### src/common/amof_pkg.sv
// Purpose: Shared constants, types and mode tables for the operand fetch unit
// Assumes: 8-bit core, 16-bit address space, prefix bytes before the opcode
// Notes: Mode codes are supplied by the opcode table outside this unit
package amof_pkg;

  // ****************************************
  // Constants
  // ****************************************
  localparam logic [7:0] PFX_SWAP_INDEX = 8'h90;
  localparam logic [7:0] PFX_INDIRECT_SECOND_INDEX = 8'h91;
  localparam logic [7:0] PFX_MAKE_INDIRECT = 8'h92;
  localparam logic [7:0] PAGE_ZERO_HI = 8'h00;
  localparam logic [7:0] NO_PREFIX = 8'h00;
  localparam logic [15:0] RESET_ADDR = 16'h0000;
  localparam logic [4:0] MODE_LAST = 5'h10;

  // ****************************************
  // Types
  // ****************************************
  typedef enum logic [4:0] {
    AMOF_INHERENT = 5'h00, AMOF_IMMEDIATE = 5'h01, AMOF_DIR_SHORT = 5'h02,
    AMOF_DIR_LONG = 5'h03, AMOF_IDX_NONE = 5'h04, AMOF_IDX_SHORT = 5'h05,
    AMOF_IDX_LONG = 5'h06, AMOF_IND_SHORT = 5'h07, AMOF_IND_LONG = 5'h08,
    AMOF_INDIDX_SHORT = 5'h09, AMOF_INDIDX_LONG = 5'h0a, AMOF_REL_DIR = 5'h0b,
    AMOF_REL_IND = 5'h0c, AMOF_BIT_DIR = 5'h0d, AMOF_BIT_IND = 5'h0e,
    AMOF_BITREL_DIR = 5'h0f, AMOF_BITREL_IND = 5'h10
  } amof_mode_type;

  typedef enum logic [2:0] {
    FAM_INHERENT = 3'h0, FAM_IMMEDIATE = 3'h1, FAM_DIRECT = 3'h2, FAM_INDEXED = 3'h3,
    FAM_INDIRECT = 3'h4, FAM_RELATIVE = 3'h5, FAM_BIT = 3'h6
  } amof_family_type;

  typedef enum logic [5:0] {
    ST_IDLE = 6'h01, ST_OP = 6'h02, ST_CLASS = 6'h04,
    ST_EXT = 6'h08, ST_PTR = 6'h10, ST_DONE = 6'h20
  } amof_state_type;

  // ****************************************
  // Mode tables
  // ****************************************
  function automatic logic [1:0] ext_bytes(amof_mode_type m);
    case (m)
      AMOF_INHERENT, AMOF_IDX_NONE: ext_bytes = 2'd0;
      AMOF_DIR_LONG, AMOF_IDX_LONG, AMOF_BITREL_DIR, AMOF_BITREL_IND: ext_bytes = 2'd2;
      default: ext_bytes = 2'd1;
    endcase
  endfunction : ext_bytes

  function automatic logic [1:0] ptr_bytes(amof_mode_type m);
    case (m)
      AMOF_IND_LONG, AMOF_INDIDX_LONG: ptr_bytes = 2'd2;
      AMOF_IND_SHORT, AMOF_INDIDX_SHORT, AMOF_REL_IND, AMOF_BIT_IND,
      AMOF_BITREL_IND: ptr_bytes = 2'd1;
      default: ptr_bytes = 2'd0;
    endcase
  endfunction : ptr_bytes

  function automatic logic is_long(amof_mode_type m);
    is_long = (m == AMOF_DIR_LONG) || (m == AMOF_IDX_LONG) ||
              (m == AMOF_IND_LONG) || (m == AMOF_INDIDX_LONG);
  endfunction : is_long

  function automatic amof_family_type family_of(amof_mode_type m);
    case (m)
      AMOF_INHERENT: family_of = FAM_INHERENT;
      AMOF_IMMEDIATE: family_of = FAM_IMMEDIATE;
      AMOF_DIR_SHORT, AMOF_DIR_LONG: family_of = FAM_DIRECT;
      AMOF_IDX_NONE, AMOF_IDX_SHORT, AMOF_IDX_LONG: family_of = FAM_INDEXED;
      AMOF_REL_DIR, AMOF_REL_IND: family_of = FAM_RELATIVE;
      AMOF_BIT_DIR, AMOF_BIT_IND, AMOF_BITREL_DIR, AMOF_BITREL_IND: family_of = FAM_BIT;
      default: family_of = FAM_INDIRECT;
    endcase
  endfunction : family_of

  function automatic logic has_indirect(amof_mode_type m);
    case (m)
      AMOF_DIR_SHORT, AMOF_DIR_LONG, AMOF_IDX_SHORT, AMOF_IDX_LONG, AMOF_REL_DIR,
      AMOF_BIT_DIR, AMOF_BITREL_DIR: has_indirect = 1'b1;
      default: has_indirect = 1'b0;
    endcase
  endfunction : has_indirect

  function automatic amof_mode_type indirect_of(amof_mode_type m);
    case (m)
      AMOF_DIR_SHORT: indirect_of = AMOF_IND_SHORT;
      AMOF_DIR_LONG: indirect_of = AMOF_IND_LONG;
      AMOF_IDX_SHORT: indirect_of = AMOF_INDIDX_SHORT;
      AMOF_IDX_LONG: indirect_of = AMOF_INDIDX_LONG;
      AMOF_REL_DIR: indirect_of = AMOF_REL_IND;
      AMOF_BIT_DIR: indirect_of = AMOF_BIT_IND;
      AMOF_BITREL_DIR: indirect_of = AMOF_BITREL_IND;
      default: indirect_of = m;
    endcase
  endfunction : indirect_of

  // Unsigned add with no wrap into the byte: short forms reach 0x1fe
  function automatic logic [15:0] add_index(logic [15:0] base, logic [7:0] idx);
    add_index = base + {PAGE_ZERO_HI, idx};
  endfunction : add_index

endpackage : amof_pkg

### src/hdl/amof_byte_fetch.sv
// Purpose: One-byte read from program/data memory
// Assumes: Memory holds the read level until it answers with one ack pulse
// Notes: Requests while a read is open are not allowed
`timescale 1ns/1ps
`default_nettype none
module amof_byte_fetch (
  input wire logic clk,
  input wire logic arst_n,
  input wire logic req,
  input wire logic [15:0] addr,
  output logic mem_rd,
  output logic [15:0] mem_addr,
  input wire logic [7:0] mem_rdata,
  input wire logic mem_ack,
  output logic done,
  output logic [7:0] data
);

  // ****************************************
  // Read handshake
  // ****************************************
  logic busy_reg;

  always_ff @(posedge clk or negedge arst_n) begin
    if (!arst_n) begin
      busy_reg <= 1'b0;
      mem_addr <= amof_pkg::RESET_ADDR;
    end else if (req) begin
      busy_reg <= 1'b1;
      mem_addr <= addr;
    end else if (mem_ack) begin
      busy_reg <= 1'b0;
    end
  end

  // Data is registered so the decoder never sees the raw bus
  always_ff @(posedge clk or negedge arst_n) begin
    if (!arst_n) begin
      done <= 1'b0;
      data <= 8'h00;
    end else begin
      done <= busy_reg & mem_ack;
      if (busy_reg & mem_ack) begin
        data <= mem_rdata;
      end
    end
  end

  assign mem_rd = busy_reg;

endmodule : amof_byte_fetch
`default_nettype wire

### src/hdl/amof_ea_calc.sv
// Purpose: Effective address and branch target from the gathered bytes
// Assumes: Two-byte values arrive high byte first
// Notes: Purely combinational; the caller registers the results
`timescale 1ns/1ps
`default_nettype none
module amof_ea_calc (
  input wire amof_pkg::amof_mode_type mode,
  input wire logic [7:0] index_val,
  input wire logic [15:0] ext_word,
  input wire logic [15:0] ptr_word,
  input wire logic [15:0] next_pc,
  output logic [15:0] eff_addr,
  output logic [15:0] branch_target
);

  // ****************************************
  // Address forming
  // ****************************************
  logic [7:0] disp;

  always_comb begin
    case (mode)
      amof_pkg::AMOF_DIR_SHORT, amof_pkg::AMOF_BIT_DIR:
        eff_addr = {amof_pkg::PAGE_ZERO_HI, ext_word[7:0]};
      amof_pkg::AMOF_DIR_LONG: eff_addr = ext_word;
      amof_pkg::AMOF_IDX_NONE: eff_addr = {amof_pkg::PAGE_ZERO_HI, index_val};
      amof_pkg::AMOF_IDX_SHORT:
        eff_addr = amof_pkg::add_index({amof_pkg::PAGE_ZERO_HI, ext_word[7:0]}, index_val);
      amof_pkg::AMOF_IDX_LONG: eff_addr = amof_pkg::add_index(ext_word, index_val);
      amof_pkg::AMOF_IND_SHORT, amof_pkg::AMOF_BIT_IND, amof_pkg::AMOF_BITREL_IND:
        eff_addr = {amof_pkg::PAGE_ZERO_HI, ptr_word[7:0]};
      amof_pkg::AMOF_IND_LONG: eff_addr = ptr_word;
      amof_pkg::AMOF_INDIDX_SHORT:
        eff_addr = amof_pkg::add_index({amof_pkg::PAGE_ZERO_HI, ptr_word[7:0]}, index_val);
      amof_pkg::AMOF_INDIDX_LONG: eff_addr = amof_pkg::add_index(ptr_word, index_val);
      amof_pkg::AMOF_BITREL_DIR: eff_addr = {amof_pkg::PAGE_ZERO_HI, ext_word[15:8]};
      default: eff_addr = amof_pkg::RESET_ADDR;
    endcase
  end

  // Indirect relative takes its offset from the pointed byte
  always_comb begin
    case (mode)
      amof_pkg::AMOF_REL_IND: disp = ptr_word[7:0];
      amof_pkg::AMOF_REL_DIR, amof_pkg::AMOF_BITREL_DIR, amof_pkg::AMOF_BITREL_IND:
        disp = ext_word[7:0];
      default: disp = 8'h00;
    endcase
  end

  // Pc already points past the branch
  assign branch_target = next_pc + {{8{disp[7]}}, disp};

endmodule : amof_ea_calc
`default_nettype wire

### src/hdl/amof_operand_fetch.sv
// Purpose: Prefix, opcode and operand-address fetch for the 8-bit core
// Assumes: Outside opcode table answers MODE_CLASS in the cycle OPCODE_VALID is high
// Notes: Results are held from DONE until the next instruction completes
//
// Contract
// - Seventeen modes in seven families
// - Inherent: opcode only, no extra byte
// - Immediate: next byte is literal operand
// - Short direct: one address byte, page zero
// - Long direct: two-byte address, full space
// - Indexed address is unsigned index plus offset
// - No-offset indexed: index alone, no byte
// - Short indexed: byte offset, up to 0x1fe
// - Long indexed: word offset plus index
// - Short forms reach page zero, fewer bytes
// - Long forms cost extra bytes and cycles
// - Read-modify-write allows short forms only
// - Branch adds displacement to following pc
// - Indirect: page-zero pointer, byte or word
// - Indirect indexed: pointer value plus index
// - Relative: signed byte offset, direct or pointed
// - Prefixes 0x90, 0x92, 0x91 modify instruction
`timescale 1ns/1ps
`default_nettype none
module amof_operand_fetch (
  input wire logic CORE_CLK,
  input wire logic ARST_N,
  input wire logic START,
  input wire logic [15:0] PC_IN,
  input wire logic [7:0] INDEX_X,
  input wire logic [7:0] INDEX_Y,
  input wire logic [4:0] MODE_CLASS,
  input wire logic MODE_RMW,
  output logic MEM_RD,
  output logic [15:0] MEM_ADDR,
  input wire logic [7:0] MEM_RDATA,
  input wire logic MEM_ACK,
  output logic BUSY,
  output logic [7:0] OPCODE,
  output logic OPCODE_VALID,
  output logic DONE,
  output logic ILLEGAL,
  output logic [4:0] EFF_MODE,
  output logic [2:0] EFF_FAMILY,
  output logic [15:0] EFF_ADDR,
  output logic [7:0] OPERAND,
  output logic [15:0] NEXT_PC,
  output logic [15:0] BRANCH_TARGET,
  output logic [2:0] INSTR_LEN,
  output logic USE_SECOND_INDEX
);

  // ****************************************
  // Declarations
  // ****************************************
  amof_pkg::amof_state_type state_reg;
  amof_pkg::amof_state_type state_next;
  amof_pkg::amof_mode_type mode_reg;
  amof_pkg::amof_mode_type base_mode;
  amof_pkg::amof_mode_type class_mode;
  logic [15:0] pc_reg;
  logic [15:0] start_pc_reg;
  logic [15:0] fetch_addr_reg;
  logic fetch_req_reg;
  logic [7:0] prefix_reg;
  logic prefix_seen_reg;
  logic [7:0] opcode_reg;
  logic second_idx_reg;
  logic illegal_reg;
  logic [1:0] left_reg;
  logic [15:0] ext_word_reg;
  logic [15:0] ptr_word_reg;
  logic fetch_done;
  logic [7:0] fetch_data;
  logic byte_is_prefix;
  logic class_ok;
  logic prefix_ok;
  logic class_second;
  logic class_illegal;
  logic [7:0] ptr_addr;
  logic [7:0] index_sel;
  logic [15:0] ea_value;
  logic [15:0] target_value;
  logic [15:0] len_diff;

  // ****************************************
  // Memory reads
  // ****************************************
  amof_byte_fetch u_fetch (
    .clk(CORE_CLK),
    .arst_n(ARST_N),
    .req(fetch_req_reg),
    .addr(fetch_addr_reg),
    .mem_rd(MEM_RD),
    .mem_addr(MEM_ADDR),
    .mem_rdata(MEM_RDATA),
    .mem_ack(MEM_ACK),
    .done(fetch_done),
    .data(fetch_data)
  );

  assign byte_is_prefix = (fetch_data == amof_pkg::PFX_SWAP_INDEX) ||
                          (fetch_data == amof_pkg::PFX_INDIRECT_SECOND_INDEX) ||
                          (fetch_data == amof_pkg::PFX_MAKE_INDIRECT);

  // ****************************************
  // Mode classification
  // ****************************************
  assign base_mode = amof_pkg::amof_mode_type'(MODE_CLASS);
  assign class_ok = (MODE_CLASS <= amof_pkg::MODE_LAST);

  always_comb begin
    class_mode = base_mode;
    class_second = 1'b0;
    prefix_ok = 1'b1;
    case (prefix_reg)
      amof_pkg::PFX_SWAP_INDEX: begin
        // Only inherent, immediate, direct and indexed forms can take the swap
        class_second = 1'b1;
        prefix_ok = (amof_pkg::family_of(base_mode) == amof_pkg::FAM_INHERENT) ||
                    (amof_pkg::family_of(base_mode) == amof_pkg::FAM_IMMEDIATE) ||
                    (amof_pkg::family_of(base_mode) == amof_pkg::FAM_DIRECT) ||
                    (amof_pkg::family_of(base_mode) == amof_pkg::FAM_INDEXED);
      end
      amof_pkg::PFX_MAKE_INDIRECT: begin
        class_mode = amof_pkg::indirect_of(base_mode);
        prefix_ok = amof_pkg::has_indirect(base_mode);
      end
      amof_pkg::PFX_INDIRECT_SECOND_INDEX: begin
        class_mode = amof_pkg::indirect_of(base_mode);
        class_second = 1'b1;
        prefix_ok = (base_mode == amof_pkg::AMOF_IDX_SHORT) ||
                    (base_mode == amof_pkg::AMOF_IDX_LONG);
      end
      default: begin
        class_mode = base_mode;
      end
    endcase
  end

  assign class_illegal = !class_ok || !prefix_ok ||
                         (MODE_RMW && amof_pkg::is_long(class_mode));

  // Pointer address is the first extension byte after the opcode
  assign ptr_addr = (amof_pkg::ext_bytes(mode_reg) == 2'd2) ? ext_word_reg[7:0] : fetch_data;

  // ****************************************
  // Sequencer
  // ****************************************
  always_comb begin
    state_next = state_reg;
    case (state_reg)
      amof_pkg::ST_IDLE: begin
        if (START) begin
          state_next = amof_pkg::ST_OP;
        end
      end
      amof_pkg::ST_OP: begin
        if (fetch_done && !(byte_is_prefix && !prefix_seen_reg)) begin
          state_next = amof_pkg::ST_CLASS;
        end
      end
      amof_pkg::ST_CLASS: begin
        if (class_illegal || amof_pkg::ext_bytes(class_mode) == 2'd0) begin
          state_next = amof_pkg::ST_DONE;
        end else begin
          state_next = amof_pkg::ST_EXT;
        end
      end
      amof_pkg::ST_EXT: begin
        if (fetch_done && left_reg == 2'd1) begin
          if (amof_pkg::ptr_bytes(mode_reg) != 2'd0) begin
            state_next = amof_pkg::ST_PTR;
          end else begin
            state_next = amof_pkg::ST_DONE;
          end
        end
      end
      amof_pkg::ST_PTR: begin
        if (fetch_done && left_reg == 2'd1) begin
          state_next = amof_pkg::ST_DONE;
        end
      end
      amof_pkg::ST_DONE: state_next = amof_pkg::ST_IDLE;
      default: state_next = amof_pkg::ST_IDLE;
    endcase
  end

  always_ff @(posedge CORE_CLK or negedge ARST_N) begin
    if (!ARST_N) begin
      state_reg <= amof_pkg::ST_IDLE;
    end else begin
      state_reg <= state_next;
    end
  end

  // ****************************************
  // Fetch address and byte count
  // ****************************************
  always_ff @(posedge CORE_CLK or negedge ARST_N) begin
    if (!ARST_N) begin
      pc_reg <= amof_pkg::RESET_ADDR;
      start_pc_reg <= amof_pkg::RESET_ADDR;
      fetch_addr_reg <= amof_pkg::RESET_ADDR;
      fetch_req_reg <= 1'b0;
      left_reg <= 2'd0;
    end else begin
      fetch_req_reg <= 1'b0;
      if (state_reg == amof_pkg::ST_IDLE && START) begin
        start_pc_reg <= PC_IN;
        fetch_addr_reg <= PC_IN;
        fetch_req_reg <= 1'b1;
        pc_reg <= PC_IN + 16'h0001;
      end else if (state_reg == amof_pkg::ST_OP && fetch_done && byte_is_prefix &&
                   !prefix_seen_reg) begin
        fetch_addr_reg <= pc_reg;
        fetch_req_reg <= 1'b1;
        pc_reg <= pc_reg + 16'h0001;
      end else if (state_reg == amof_pkg::ST_CLASS && state_next == amof_pkg::ST_EXT) begin
        // Long direct and long indexed forms load a count of two here (long indirect loads one), hence the extra cycles
        left_reg <= amof_pkg::ext_bytes(class_mode);
        fetch_addr_reg <= pc_reg;
        fetch_req_reg <= 1'b1;
        pc_reg <= pc_reg + 16'h0001;
      end else if (state_reg == amof_pkg::ST_EXT && fetch_done) begin
        if (left_reg != 2'd1) begin
          left_reg <= left_reg - 2'd1;
          fetch_addr_reg <= pc_reg;
          fetch_req_reg <= 1'b1;
          pc_reg <= pc_reg + 16'h0001;
        end else if (amof_pkg::ptr_bytes(mode_reg) != 2'd0) begin
          left_reg <= amof_pkg::ptr_bytes(mode_reg);
          fetch_addr_reg <= {amof_pkg::PAGE_ZERO_HI, ptr_addr};
          fetch_req_reg <= 1'b1;
        end
      end else if (state_reg == amof_pkg::ST_PTR && fetch_done && left_reg != 2'd1) begin
        // Pointer reads do not advance the program counter
        left_reg <= left_reg - 2'd1;
        fetch_addr_reg <= fetch_addr_reg + 16'h0001;
        fetch_req_reg <= 1'b1;
      end
    end
  end

  // ****************************************
  // Prefix, opcode and mode
  // ****************************************
  always_ff @(posedge CORE_CLK or negedge ARST_N) begin
    if (!ARST_N) begin
      prefix_reg <= amof_pkg::NO_PREFIX;
      prefix_seen_reg <= 1'b0;
      opcode_reg <= 8'h00;
      mode_reg <= amof_pkg::AMOF_INHERENT;
      second_idx_reg <= 1'b0;
      illegal_reg <= 1'b0;
    end else begin
      if (state_reg == amof_pkg::ST_IDLE && START) begin
        prefix_reg <= amof_pkg::NO_PREFIX;
        prefix_seen_reg <= 1'b0;
      end else if (state_reg == amof_pkg::ST_OP && fetch_done) begin
        // A second prefix byte is taken as the opcode
        if (byte_is_prefix && !prefix_seen_reg) begin
          prefix_reg <= fetch_data;
          prefix_seen_reg <= 1'b1;
        end else begin
          opcode_reg <= fetch_data;
        end
      end else if (state_reg == amof_pkg::ST_CLASS) begin
        mode_reg <= class_mode;
        second_idx_reg <= class_second;
        illegal_reg <= class_illegal;
      end
    end
  end

  // ****************************************
  // Extension and pointer bytes
  // ****************************************
  always_ff @(posedge CORE_CLK or negedge ARST_N) begin
    if (!ARST_N) begin
      ext_word_reg <= 16'h0000;
      ptr_word_reg <= 16'h0000;
    end else begin
      if (state_reg == amof_pkg::ST_CLASS) begin
        ext_word_reg <= 16'h0000;
        ptr_word_reg <= 16'h0000;
      end else if (state_reg == amof_pkg::ST_EXT && fetch_done) begin
        ext_word_reg <= {ext_word_reg[7:0], fetch_data};
      end else if (state_reg == amof_pkg::ST_PTR && fetch_done) begin
        ptr_word_reg <= {ptr_word_reg[7:0], fetch_data};
      end
    end
  end

  // ****************************************
  // Address forming and results
  // ****************************************
  assign index_sel = second_idx_reg ? INDEX_Y : INDEX_X;

  amof_ea_calc u_ea (
    .mode(mode_reg),
    .index_val(index_sel),
    .ext_word(ext_word_reg),
    .ptr_word(ptr_word_reg),
    .next_pc(pc_reg),
    .eff_addr(ea_value),
    .branch_target(target_value)
  );

  assign len_diff = pc_reg - start_pc_reg;

  always_ff @(posedge CORE_CLK or negedge ARST_N) begin
    if (!ARST_N) begin
      DONE <= 1'b0;
      ILLEGAL <= 1'b0;
      EFF_MODE <= 5'h00;
      EFF_FAMILY <= 3'h0;
      EFF_ADDR <= 16'h0000;
      OPERAND <= 8'h00;
      NEXT_PC <= 16'h0000;
      BRANCH_TARGET <= 16'h0000;
      INSTR_LEN <= 3'h0;
      USE_SECOND_INDEX <= 1'b0;
    end else begin
      DONE <= (state_reg == amof_pkg::ST_DONE);
      if (state_reg == amof_pkg::ST_DONE) begin
        ILLEGAL <= illegal_reg;
        EFF_MODE <= mode_reg;
        EFF_FAMILY <= amof_pkg::family_of(mode_reg);
        EFF_ADDR <= ea_value;
        OPERAND <= (mode_reg == amof_pkg::AMOF_IMMEDIATE) ? ext_word_reg[7:0] : 8'h00;
        NEXT_PC <= pc_reg;
        BRANCH_TARGET <= target_value;
        INSTR_LEN <= len_diff[2:0];
        USE_SECOND_INDEX <= second_idx_reg;
      end
    end
  end

  assign BUSY = (state_reg != amof_pkg::ST_IDLE);
  assign OPCODE_VALID = (state_reg == amof_pkg::ST_CLASS);
  assign OPCODE = opcode_reg;

endmodule : amof_operand_fetch
`default_nettype wire

### config.mk
export PLATFORM = sky130hd
export DESIGN_NAME = amof_operand_fetch
export DESIGN_NICKNAME = d
export VERILOG_FILES = /design/src/common/amof_pkg.sv /design/src/hdl/amof_byte_fetch.sv /design/src/hdl/amof_ea_calc.sv /design/src/hdl/amof_operand_fetch.sv
export SDC_FILE = /design/constraint.sdc
export NUM_CORES = 1
export LEC_CHECK = 0
export CAP_MARGIN = 20
export CORE_ASPECT_RATIO = 1.75
export CORE_MARGIN = 2
export CORE_UTILIZATION = 46
export CTS_CLUSTER_DIAMETER = 50
export DETAILED_ROUTE_END_ITERATION = 16
export DONT_BUFFER_PORTS = 1
export GPL_ROUTABILITY_DRIVEN = 0
export MAX_ROUTING_LAYER = met4
export PLACE_DENSITY_LB_ADDON = 0.15
export SLEW_MARGIN = 20
export SYNTH_ARGS = -nofsm -noshare
export SYNTH_HDL_FRONTEND = slang
export SYNTH_SLANG_ARGS = --single-unit
### constraint.sdc
create_clock -name CORE_CLK -period 6.1 [get_ports CORE_CLK]
set_input_delay 1.22 -clock CORE_CLK [delete_from_list [all_inputs] [get_ports CORE_CLK]]
set_output_delay 1.22 -clock CORE_CLK [all_outputs]
set_load 0.005 [all_outputs]
==> impl_metrics.py, run 1 <==
metrics = {
    "yosys": {
        "synth-edff-count": 0,
        "netlist_instances": 1333,
        "syn_area_per_cell_sq_um": 8.92,
        "synthFlopType": "dfrtp_1",
        "ys_types": 86,
        "ys.warnings.count": 0,
        "ys_ff_latch": 196,
        "syn_area_sq_mm": 0.0119,
        "synthArstFlopShare_pct": 100,
        "synth_nets": 1422,
        "yosysSeqAreaShare_pct": 41.3,
    },
    "grt": {
        "grt_pass1_vias": 9900,
        "met1_usage_pct": 29.6,
        "grt_pass1_wl_um": 56900,
        "track_usage_pct": 27.7,
        "grt-busiest-layer": "met2",
        "met3_usage_pct": 4.34,
        "globalRouteMet2Util_pct": 49.3,
        "gr-total-overflow": 0,
        "grt_antenna_before_repair": 0,
        "grt_max_degree": 197,
    },
    "floorplan": {
        "row_count": 77,
        "die_y_um": 217,
        "ios": 147,
        "die_area_sq_mm": 0.0272,
        "core-area_sq_mm": 0.0253,
        "initial_core_util_pct": 46.9,
        "fp.dieW_um": 126,
    },
    "setup_path": {
        "path_cells": "nor2_1, nand3_1, mux2_2, ha_1, a21o_1, a21oi_1, o21ai_0, a2111o_1, a32oi_1, xor2_1, a222oi_1, o21ai_0",
        "crit_slowest_cell": "nand3_1",
        "critPathMaxStageDelay_ns": 0.72,
        "arrival_ns": 4.98,
        "worstSetupEndpointType": "register",
        "worstPathRequired_ns": 6.43,
        "crit_buf_inv": 0,
        "crit_family": "compound AO/OA/AOI/OAI gates",
        "cpMostUsedCell": "o21ai_0",
        "cp_max_fo": 18,
        "crit_type": "reg2reg",
        "cp-start-kind": "register",
    },
    "drt": {
        "drt_wl_total_um": 36300,
        "routedWlPerCell_um": 22.4,
        "drtIter0Drc": 790,
        "drc": 0,
        "viasPerCell": 6.18,
        "route.vias.total": 10000,
        "drtPass1Iterations": 8,
        "ant_nets": 0,
    },
    "sta": {
        "hold_ws_ns": 0.459,
        "worstMarginPinSlew_ns": 1.13,
        "fin_skew_ns": 0.0112,
        "slew-limit-headroom_pct": 24.1,
        "finalSetupViolations": 0,
        "fin_setup_tns_ns": 0,
        "grt_setup_unrepaired": "false",
        "fin_crit_sh_pct": 76.2,
        "period_needed_ns": 4.65,
        "drv_slew": 0,
        "max_freq_ghz": 0.215,
        "final_hold_viol_count": 0,
    },
    "clock_network": {
        "clockBufferDepth": 2,
        "htree_levels": 4,
        "cts_inserted_buffers": 17,
        "cts_tree": "yes",
        "clock_sinks": 196,
        "cts_root_buffer": "clkbuf_16",
        "cts_resized": 0,
        "cts.clk_slew.worst_paths_ns": 0.08,
        "cts_setup_buffers": 0,
        "cts-hold-fix-buffers": 0,
        "worst_skew_pair.late_latency_ns": 0.46,
    },
    "power": {
        "powerDensity_mw_per_mm2": 360,
        "ir_drop_mv": 0.228,
        "power_w": 0.00458,
        "p_leak_nw": 5.74,
    },
    "cells_and_area": {
        "area_growth_pct": 7.02,
        "layout.nets": 1382,
        "antenna_cells": 0,
        "drive_gt1_share_pct": 9.04,
    },
    "placed_design": {
        "hpwlAfterDp_um": 26300,
        "io_buffers": 0,
    },
    "outcome": {
        "status": "completed",
    },
    "hold_path": {
        "hold_path.class": "in2async",
    },
    "job": {
        "drv_cap": 0,
    },
}
-- layout by cell type, fill, tap and decap left out, types with 14 or more instances in the layout --
| cell | netlist | layout |
|---|---|---|
| nand2_1 | 263 | 263 |
| dfrtp_1 | 195 | 195 |
| o21ai_0 | 105 | 105 |
| nor2_1 | 70 | 70 |
| mux2_2 | 54 | 54 |
| nand3_1 | 54 | 54 |
| a21oi_1 | 43 | 43 |
| ha_1 | 35 | 35 |
| inv_1 | 33 | 33 |
| xnor2_1 | 30 | 30 |
| nor3_1 | 23 | 23 |
| mux2i_1 | 22 | 22 |
| xor2_1 | 22 | 22 |
| and2_1 | 17 | 17 |
| clkbuf_16 | 0 | 17 |
| a22o_1 | 16 | 16 |
| a21o_1 | 15 | 15 |
| o221ai_1 | 15 | 15 |
| nor2b_1 | 14 | 14 |
| nand2b_1 | 14 | 14 |
| a211oi_1 | 14 | 14 |
-- per-stage QoR --
stage | util, % | instance area, sq um | worst slack, ns | std cells
after floorplan | - | 11900 | 1.52 | 1333
after global placement | 47.7 | 12100 | 1.70 | 1590
after detailed placement | 47.7 | 12100 | 1.55 | 1590
after CTS | 50.2 | 12700 | 1.55 | 1622
after global routing | 50.2 | 12700 | 1.06 | 1622
final | 50.2 | 12700 | 1.45 | 1622
-- power by group --
group / switching [W] / total, W / internal [W]
Clock: 0.000535 / 0.00123 / 0.000691
Combinational: 0.000715 / 0.00128 / 0.000563
Sequential: 0.000491 / 0.00208 / 0.00159
Total: 0.00174 / 0.00458 / 0.00284
-- cell families after synthesis --
| logic type | count (synthesis) | synth area share, % |
|---|---|---|
| AO/OA/AOI/OAI | 346 | 19.9 |
| XOR/XNOR | 52 | 3.83 |
| adder cells (fa/ha/maj) | 40 | 4.44 |
| buffers and inverters | 106 | 3.53 |
| flip-flops | 196 | 41.3 |
| multiplexers | 78 | 7.15 |
| AND/OR/NAND/NOR | 515 | 19.9 |
-- synth_stat cells, drive strengths merged (14+ instances only) --
library cell    n  area share, %
clkbuf         61            1.9
a22o           16            1.2
nand3          54            2.3
a21o           15           0.95
dfrtp         195             41
nand2         264            8.4
a211oi         14           0.88
nor3           24            1.1
and2           17           0.89
xnor2          30            2.2
o21ai         109            4.6
a21oi          44            1.9
mux2           56            5.3
o221ai         15            1.1
nand2b         14           0.74
xor2           22            1.6
inv            34            1.1
nor2b          14           0.74
nor2           70            2.2
mux2i          22            1.9
ha             35            3.7
-- area by class of cell --
type,instances,area [sq um]
sequential,196,4910
clock inverter,14,200
inverter,35,134
fill,2431,12600
multi-input combinational,1031,6570
tap,316,395
timing repair buffer,12,90.1
clock buffer,18,429
-- metal layers --
metal / wire [um] / vias up
met5: 0 / -
met3: 1570 / 104
met2: 19700 / 288
met1: 13300 / 4894
met4: 1760 / 0
li1: - / 4735
-- path summary, 6_finish.rpt --
check	start	endpoint	cells after the start	slack, ns
min	ARST_N	NEXT_PC[14]$_DFFE_PN0P_	0	0.46
min reg2reg	start_pc_reg[0]$_DFFE_PN0P_	start_pc_reg[0]$_DFFE_PN0P_	2	0.50
max in group asynchronous	ARST_N	pc_reg[12]$_DFFE_PN0P_	0	5.29
max reg2reg	mode_reg[0]$_DFFE_PN0P_	EFF_ADDR[9]$_DFFE_PN0P_	12	1.45
min in group CORE_CLK	start_pc_reg[0]$_DFFE_PN0P_	start_pc_reg[0]$_DFFE_PN0P_	2	0.50
max	mode_reg[0]$_DFFE_PN0P_	EFF_ADDR[9]$_DFFE_PN0P_	12	1.45
No activity file was read; power rests on OpenSTA's default activity.
==> run 2, diff against run 1 <==
clock period = 4.8 ns   (was 6.1 ns; I/O delays follow)
==> run 2 against run 1 <==
Against the previous run: sequential power rose by 24%; critical endpoint is now BRANCH_TARGET[15]$_DFFE_PN0P_; largest cell class unchanged; die area did not move; combinational power rose by 34%; count of clock-buffer cells in the layout rose by 1; critical path type unchanged.
==> impl_metrics.py, run 2 (synthesis results as in run 1) <==
metrics = {
    "grt": {
        "grt_antenna_before_repair": 0,
        "grt_pass1_wl_um": 56900,
        "grt_max_degree": 197,
        "track_usage_pct": 27.7,
        "gr-total-overflow": 0,
        "grt_pass1_vias": 9992,
    },
    "power": {
        "powerDensity_mw_per_mm2": 456,
        "p_leak_nw": 5.78,
        "ir_drop_mv": 0.328,
    },
    "clock_network": {
        "cts-hold-fix-buffers": 0,
        "clockBufferDepth": 2,
        "htree_levels": 4,
        "cts_setup_buffers": 0,
        "cts_tree": "yes",
        "worst_skew_pair.late_latency_ns": 0.47,
        "cts_resized": 0,
        "cts_inserted_buffers": 17,
        "clock_sinks": 196,
        "cts_root_buffer": "clkbuf_16",
        "cts.clk_slew.worst_paths_ns": 0.08,
    },
    "setup_path": {
        "critPathMaxStageDelay_ns": 0.63,
        "cpMostUsedCell": "a211o_1",
        "crit_type": "reg2reg",
        "cp-start-kind": "register",
        "cp_max_fo": 8,
        "worstPathRequired_ns": 5.15,
        "ff2ff_setup_slack_ns": 0.40,
        "r2r_end": "BRANCH_TARGET[15]$_DFFE_PN0P_",
        "crit_slowest_cell": "or4b_1",
        "arrival_ns": 4.76,
        "timing.rr.start": "mode_reg[1]$_DFFE_PN0P_",
        "path_cells": "or4b_1, o22ai_2, a22oi_1, inv_1, ha_1, a211o_1, a2111oi_0, o311ai_0, or4_1, a31oi_1, o21ai_1, mux2i_1, a211o_1",
        "worstSetupEndpointType": "register",
        "reg2reg_depth": 13,
    },
    "sta": {
        "drv_slew": 0,
        "fin_crit_sh_pct": 91.8,
        "final_hold_viol_count": 0,
        "fin_skew_ns": 0.00895,
        "grt_setup_unrepaired": "false",
        "slew-limit-headroom_pct": 30.4,
        "finalSetupViolations": 0,
        "period_needed_ns": 4.40,
        "worstMarginPinSlew_ns": 1.04,
        "max_freq_ghz": 0.227,
        "fin_setup_tns_ns": 0,
    },
    "drt": {
        "ant_nets": 0,
        "drtIter0Drc": 783,
        "drc": 0,
        "drtPass1Iterations": 5,
        "drt_wl_total_um": 36300,
        "viasPerCell": 6.21,
        "routedWlPerCell_um": 22.3,
        "route.vias.total": 10100,
    },
    "cells_and_area": {
        "antenna_cells": 0,
        "final_common_cell": "nand2_1",
        "drive_gt1_share_pct": 9.73,
        "layout.nets": 1392,
        "final_cell_mix": "nand2_1 (263), dfrtp_1 (195), o21ai_0 (105)",
        "n_fill_cell": 2393,
        "seq_area_sq_mm": 0.00491,
        "multiInputGateArea_sq_mm": 0.00657,
        "design_area_sq_mm": 0.0128,
        "area_growth_pct": 7.55,
    },
    "floorplan": {
        "die_area_sq_mm": 0.0272,
        "fp.dieW_um": 126,
        "ios": 147,
        "die_y_um": 217,
        "core-area_sq_mm": 0.0253,
        "initial_core_util_pct": 46.9,
        "row_count": 77,
    },
    "placed_design": {
        "io_buffers": 0,
        "dpl_cell_area_sq_mm": 0.0122,
        "hpwlAfterDp_um": 26700,
    },
    "outcome": {
        "status": "completed",
    },
    "hold_path": {
        "hold_path.class": "in2async",
    },
    "job": {
        "drv_cap": 0,
    },
}
==> run 2: changes by cell type in the layout (fill, tap and decap cells not counted), sizes merged <==
| cell | previous run | this run |
|---|---|---|
| buf | 12 | 22 |
| clkbuf | 18 | 19 |
| clkinv | 5 | 4 |
| clkinvlp | 3 | 4 |
| bufinv | 4 | 3 |
==> run 2: routing by layer <==
layer / vias to the layer above / global-route usage [%] / routed length (um)
met5: - / - / 0
met4: 0 / 14.7 / 1890
met3: 103 / 4.15 / 1350
met2: 274 / 49.4 / 19800
met1: 4995 / 29.4 / 13300
li1: 4759 / - / -
==> run 2: where the power goes <==
group | internal (W) | switching (W)
registers | 0.00202 | 0.000568
logic | 0.000742 | 0.000970
clock network | 0.000842 | 0.000689
==> run 2: final cells by class <==
| class | count | area share (%) |
|---|---|---|
| Inverter | 35 | 1.05 |
| Clock inverter | 13 | 1.37 |
| Multi-Input combinational cell | 1031 | 51.4 |
| Sequential cell | 196 | 38.4 |
| Tap cell | 316 | 3.09 |
| Clock buffer | 19 | 3.46 |
| Timing Repair Buffer | 22 | 1.29 |
==> run 2: stage by stage <==
stage | setup WS, ns | power (W) | std cells | util (%) | hold slack (ns)
4_1_cts | 0.480 | 0.00586 | 1632 | 50.5 | 0.174
2_1_floorplan | 0.485 | 0.00371 | 1333 | - | 0.439
5_1_grt | 0.0110 | 0.00616 | 1632 | 50.5 | 0.176
6_report | 0.395 | 0.00583 | 1632 | 50.5 | 0.190
3_5_place_dp | 0.515 | 0.00433 | 1600 | 48.0 | 0.489
3_3_place_gp | 0.607 | 0.00429 | 1600 | 48.0 | 0.483
==> run 2: worst max-delay path by stage <==
| stage | startpoint | endpoint | slack (ns) |
|---|---|---|---|
| 6_report | mode_reg[1]$_DFFE_PN0P_ | BRANCH_TARGET[15]$_DFFE_PN0P_ | 0.40 |
| 5_1_grt | mode_reg[2]$_DFFE_PN0P_ | BRANCH_TARGET[15]$_DFFE_PN0P_ | 0.01 |
| 4_1_cts | mode_reg[1]$_DFFE_PN0P_ | BRANCH_TARGET[15]$_DFFE_PN0P_ | 0.48 |
| 3_5_place_dp | mode_reg[1]$_DFFE_PN0P_ | BRANCH_TARGET[15]$_DFFE_PN0P_ | 0.51 |
| 3_3_place_gp | mode_reg[1]$_DFFE_PN0P_ | BRANCH_TARGET[15]$_DFFE_PN0P_ | 0.61 |
| 2_1_floorplan | START | pc_reg[14]$_DFFE_PN0P_ | 0.48 |
==> run 2: critical path, delay by kind of cell (launching register included) <==
family | cells | cell delay [ns]
AO/OA/AOI/OAI | 8 | 2.34
adder cells (fa/ha/maj) | 1 | 0.24
buffers and inverters | 1 | 0.09
flip-flops | 1 | 0.38
multiplexers | 1 | 0.13
AND/OR/NAND/NOR | 2 | 1.10
==> run 3, diff against run 2 <==
SYNTH_HIERARCHICAL = 1   (was not set)
==> run 3 against run 2 <==
Against the previous run: synthesized cell count is 4.1% higher; highest routed layer unchanged; largest power group unchanged; clock power down 6%; area after synthesis is 2.3% higher.
==> impl_metrics.py, run 3 <==
metrics = {
    "outcome": {
        "status": "completed",
    },
    "setup_path": {
        "worstSetupEndpointType": "register",
        "crit_type": "reg2reg",
        "worstPathRequired_ns": 5.20,
        "arrival_ns": 4.30,
        "cp_max_fo": 15,
        "cp-start-kind": "register",
    },
    "clock_network": {
        "clock_sinks": 196,
        "worst_skew_pair.late_latency_ns": 0.46,
        "cts_tree": "yes",
        "cts_resized": 0,
        "cts_setup_buffers": 0,
        "cts.clk_slew.worst_paths_ns": 0.07,
        "clockBufferDepth": 2,
        "cts-hold-fix-buffers": 0,
        "htree_levels": 4,
        "cts_inserted_buffers": 17,
        "cts_root_buffer": "clkbuf_16",
    },
    "cells_and_area": {
        "drive_gt1_share_pct": 9.59,
        "postLayoutCoreUtil_pct": 49.7,
        "final_cell_mix": "nand2_1 (318), dfrtp_1 (195), a21oi_1 (81)",
        "n_fill_cell": 2533,
        "design_area_sq_mm": 0.0129,
        "final_common_cell": "nand2_1",
        "area_growth_pct": 5.99,
        "antenna_cells": 0,
        "layout.nets": 1424,
    },
    "floorplan": {
        "fp.dieW_um": 127,
        "die_area_sq_mm": 0.0278,
        "die_y_um": 219,
        "core-area_sq_mm": 0.0260,
        "ios": 147,
        "initial_core_util_pct": 46.9,
        "row_count": 78,
    },
    "drt": {
        "ant_nets": 0,
        "drtPass1Iterations": 5,
        "viasPerCell": 6.23,
        "drtIter0Drc": 775,
        "drc": 0,
        "routedWlPerCell_um": 22.2,
        "route.vias.total": 10400,
        "drt_wl_total_um": 37200,
    },
    "yosys": {
        "synth_top_cell_by_area": "dfrtp_1",
        "synth_xor_area_share_pct": 3.74,
        "synth.most_common_cell": "nand2_1",
        "synthArstFlopShare_pct": 100,
        "ys.warnings.count": 6,
        "ys_types": 88,
        "yosysSeqAreaShare_pct": 40.3,
        "synthSimpleGateAreaFrac_pct": 22.4,
        "syn_area_sq_mm": 0.0122,
        "synthAdderAreaFrac_pct": 3.62,
        "synth_nets": 1470,
        "netlist_instances": 1388,
        "synth-compound-area-share_pct": 18.3,
        "synthFlopType": "dfrtp_1",
        "synth_top_area_share_pct": 40.1,
        "synth-edff-count": 0,
        "synthMuxAreaShare_pct": 7.32,
        "synth_area_leaders": "dfrtp_1 (40%), nand2_1 (9.8%), mux2_2 (4.1%)",
        "yosys-top-cells-count": "nand2_1 (318), dfrtp_1 (195), a21oi_1 (81), o21ai_0 (72), nand3_1 (60)",
        "ys_ff_latch": 196,
        "synth_top_family_by_area": "simple AND/OR/NAND/NOR gates",
        "syn_area_per_cell_sq_um": 8.76,
    },
    "sta": {
        "grt_setup_unrepaired": "false",
        "max_freq_ghz": 0.256,
        "fin_skew_ns": 0.00886,
        "drv_slew": 0,
        "fin_crit_sh_pct": 81.3,
        "period_needed_ns": 3.90,
        "slew-limit-headroom_pct": 37.3,
        "hold_ws_ns": 0.192,
        "fin_ws_ns": 0.895,
        "final_hold_viol_count": 0,
        "finalSetupViolations": 0,
        "fin_setup_tns_ns": 0,
        "worstMarginPinSlew_ns": 0.940,
    },
    "grt": {
        "gr-total-overflow": 0,
        "met1_usage_pct": 29.9,
        "grt_antenna_before_repair": 0,
        "globalRouteMet2Util_pct": 48.0,
        "grt-busiest-layer": "met2",
        "grt_pass1_wl_um": 58400,
        "grt_max_degree": 197,
        "met3_usage_pct": 4.46,
        "track_usage_pct": 28.0,
        "grt_pass1_vias": 10400,
    },
    "power": {
        "p_leak_nw": 5.67,
        "ir_drop_mv": 0.355,
        "powerDensity_mw_per_mm2": 467,
    },
    "placed_design": {
        "dpl_cell_area_sq_mm": 0.0123,
        "hpwlAfterDp_um": 26900,
        "io_buffers": 0,
        "place_ws_ns": 0.971,
    },
    "hold_path": {
        "hold_path.class": "in2async",
    },
    "job": {
        "drv_cap": 0,
    },
}
run 3: cell families after synthesis:
logic type,Yosys count
AND/OR/NAND/NOR,580
AO/OA/AOI/OAI,330
flip-flops,196
buffers and inverters,118
multiplexers,79
XOR/XNOR,52
adder cells (fa/ha/maj),33
run 3: worst paths after layout:
path                                           start                        end  slack [ns]  depth (start not counted)
min in group CORE_CLK      prefix_reg[4]$_DFFE_PN0P_  prefix_reg[4]$_DFFE_PN0P_        0.47                          2
max in group asynchronous                     ARST_N      pc_reg[8]$_DFFE_PN0P_        4.35                          0
hold / removal                                ARST_N             DONE$_DFF_PN0_        0.19                          0
setup / recovery             mode_reg[3]$_DFFE_PN0P_   EFF_ADDR[10]$_DFFE_PN0P_        0.90                         12
setup reg to reg             mode_reg[3]$_DFFE_PN0P_   EFF_ADDR[10]$_DFFE_PN0P_        0.90                         12
hold reg to reg            prefix_reg[4]$_DFFE_PN0P_  prefix_reg[4]$_DFFE_PN0P_        0.47                          2
run 3: report_power, final:
part	switching, W	internal [W]
clock network	0.000660	0.000778
registers	0.000753	0.00207
logic	0.000958	0.000801
run 3: critical path, cell delays in order, from the launching register on:
cell	delay, ns
dfrtp_1	0.58
or3b_2	0.57
nor2_4	0.46
mux2_2	0.40
ha_1	0.21
fa_1	0.42
a21oi_1	0.24
o21ai_0	0.18
a2bb2oi_1	0.26
a211o_1	0.32
nand3_1	0.07
nand2_1	0.05
nand2_1	0.07
run 3: per-layer routing:
metal	routed length, um	vias to the layer above
met2	19200	360
li1	-	4875
met3	1690	132
met4	2500	0
met1	13800	5069
met5	0	-
run 3: final cells by class:
type / count / area [sq um] / share of cell area [%]
multi-input combinational: 1074 / 6750 / 52.4
clock inverter: 13 / 135 / 1.05
inverter: 39 / 148 / 1.15
timing repair buffer: 14 / 105 / 0.815
clock buffer: 19 / 443 / 3.44
tap: 320 / 400 / 3.11
sequential: 196 / 4910 / 38.1
run 3: through the flow:
step / instances / total power [W]
floorplan: 1388 / 0.00401
global placement: 1643 / 0.00456
detailed placement: 1643 / 0.00458
CTS: 1675 / 0.00606
global route: 1675 / 0.00637
finish: 1675 / 0.00602
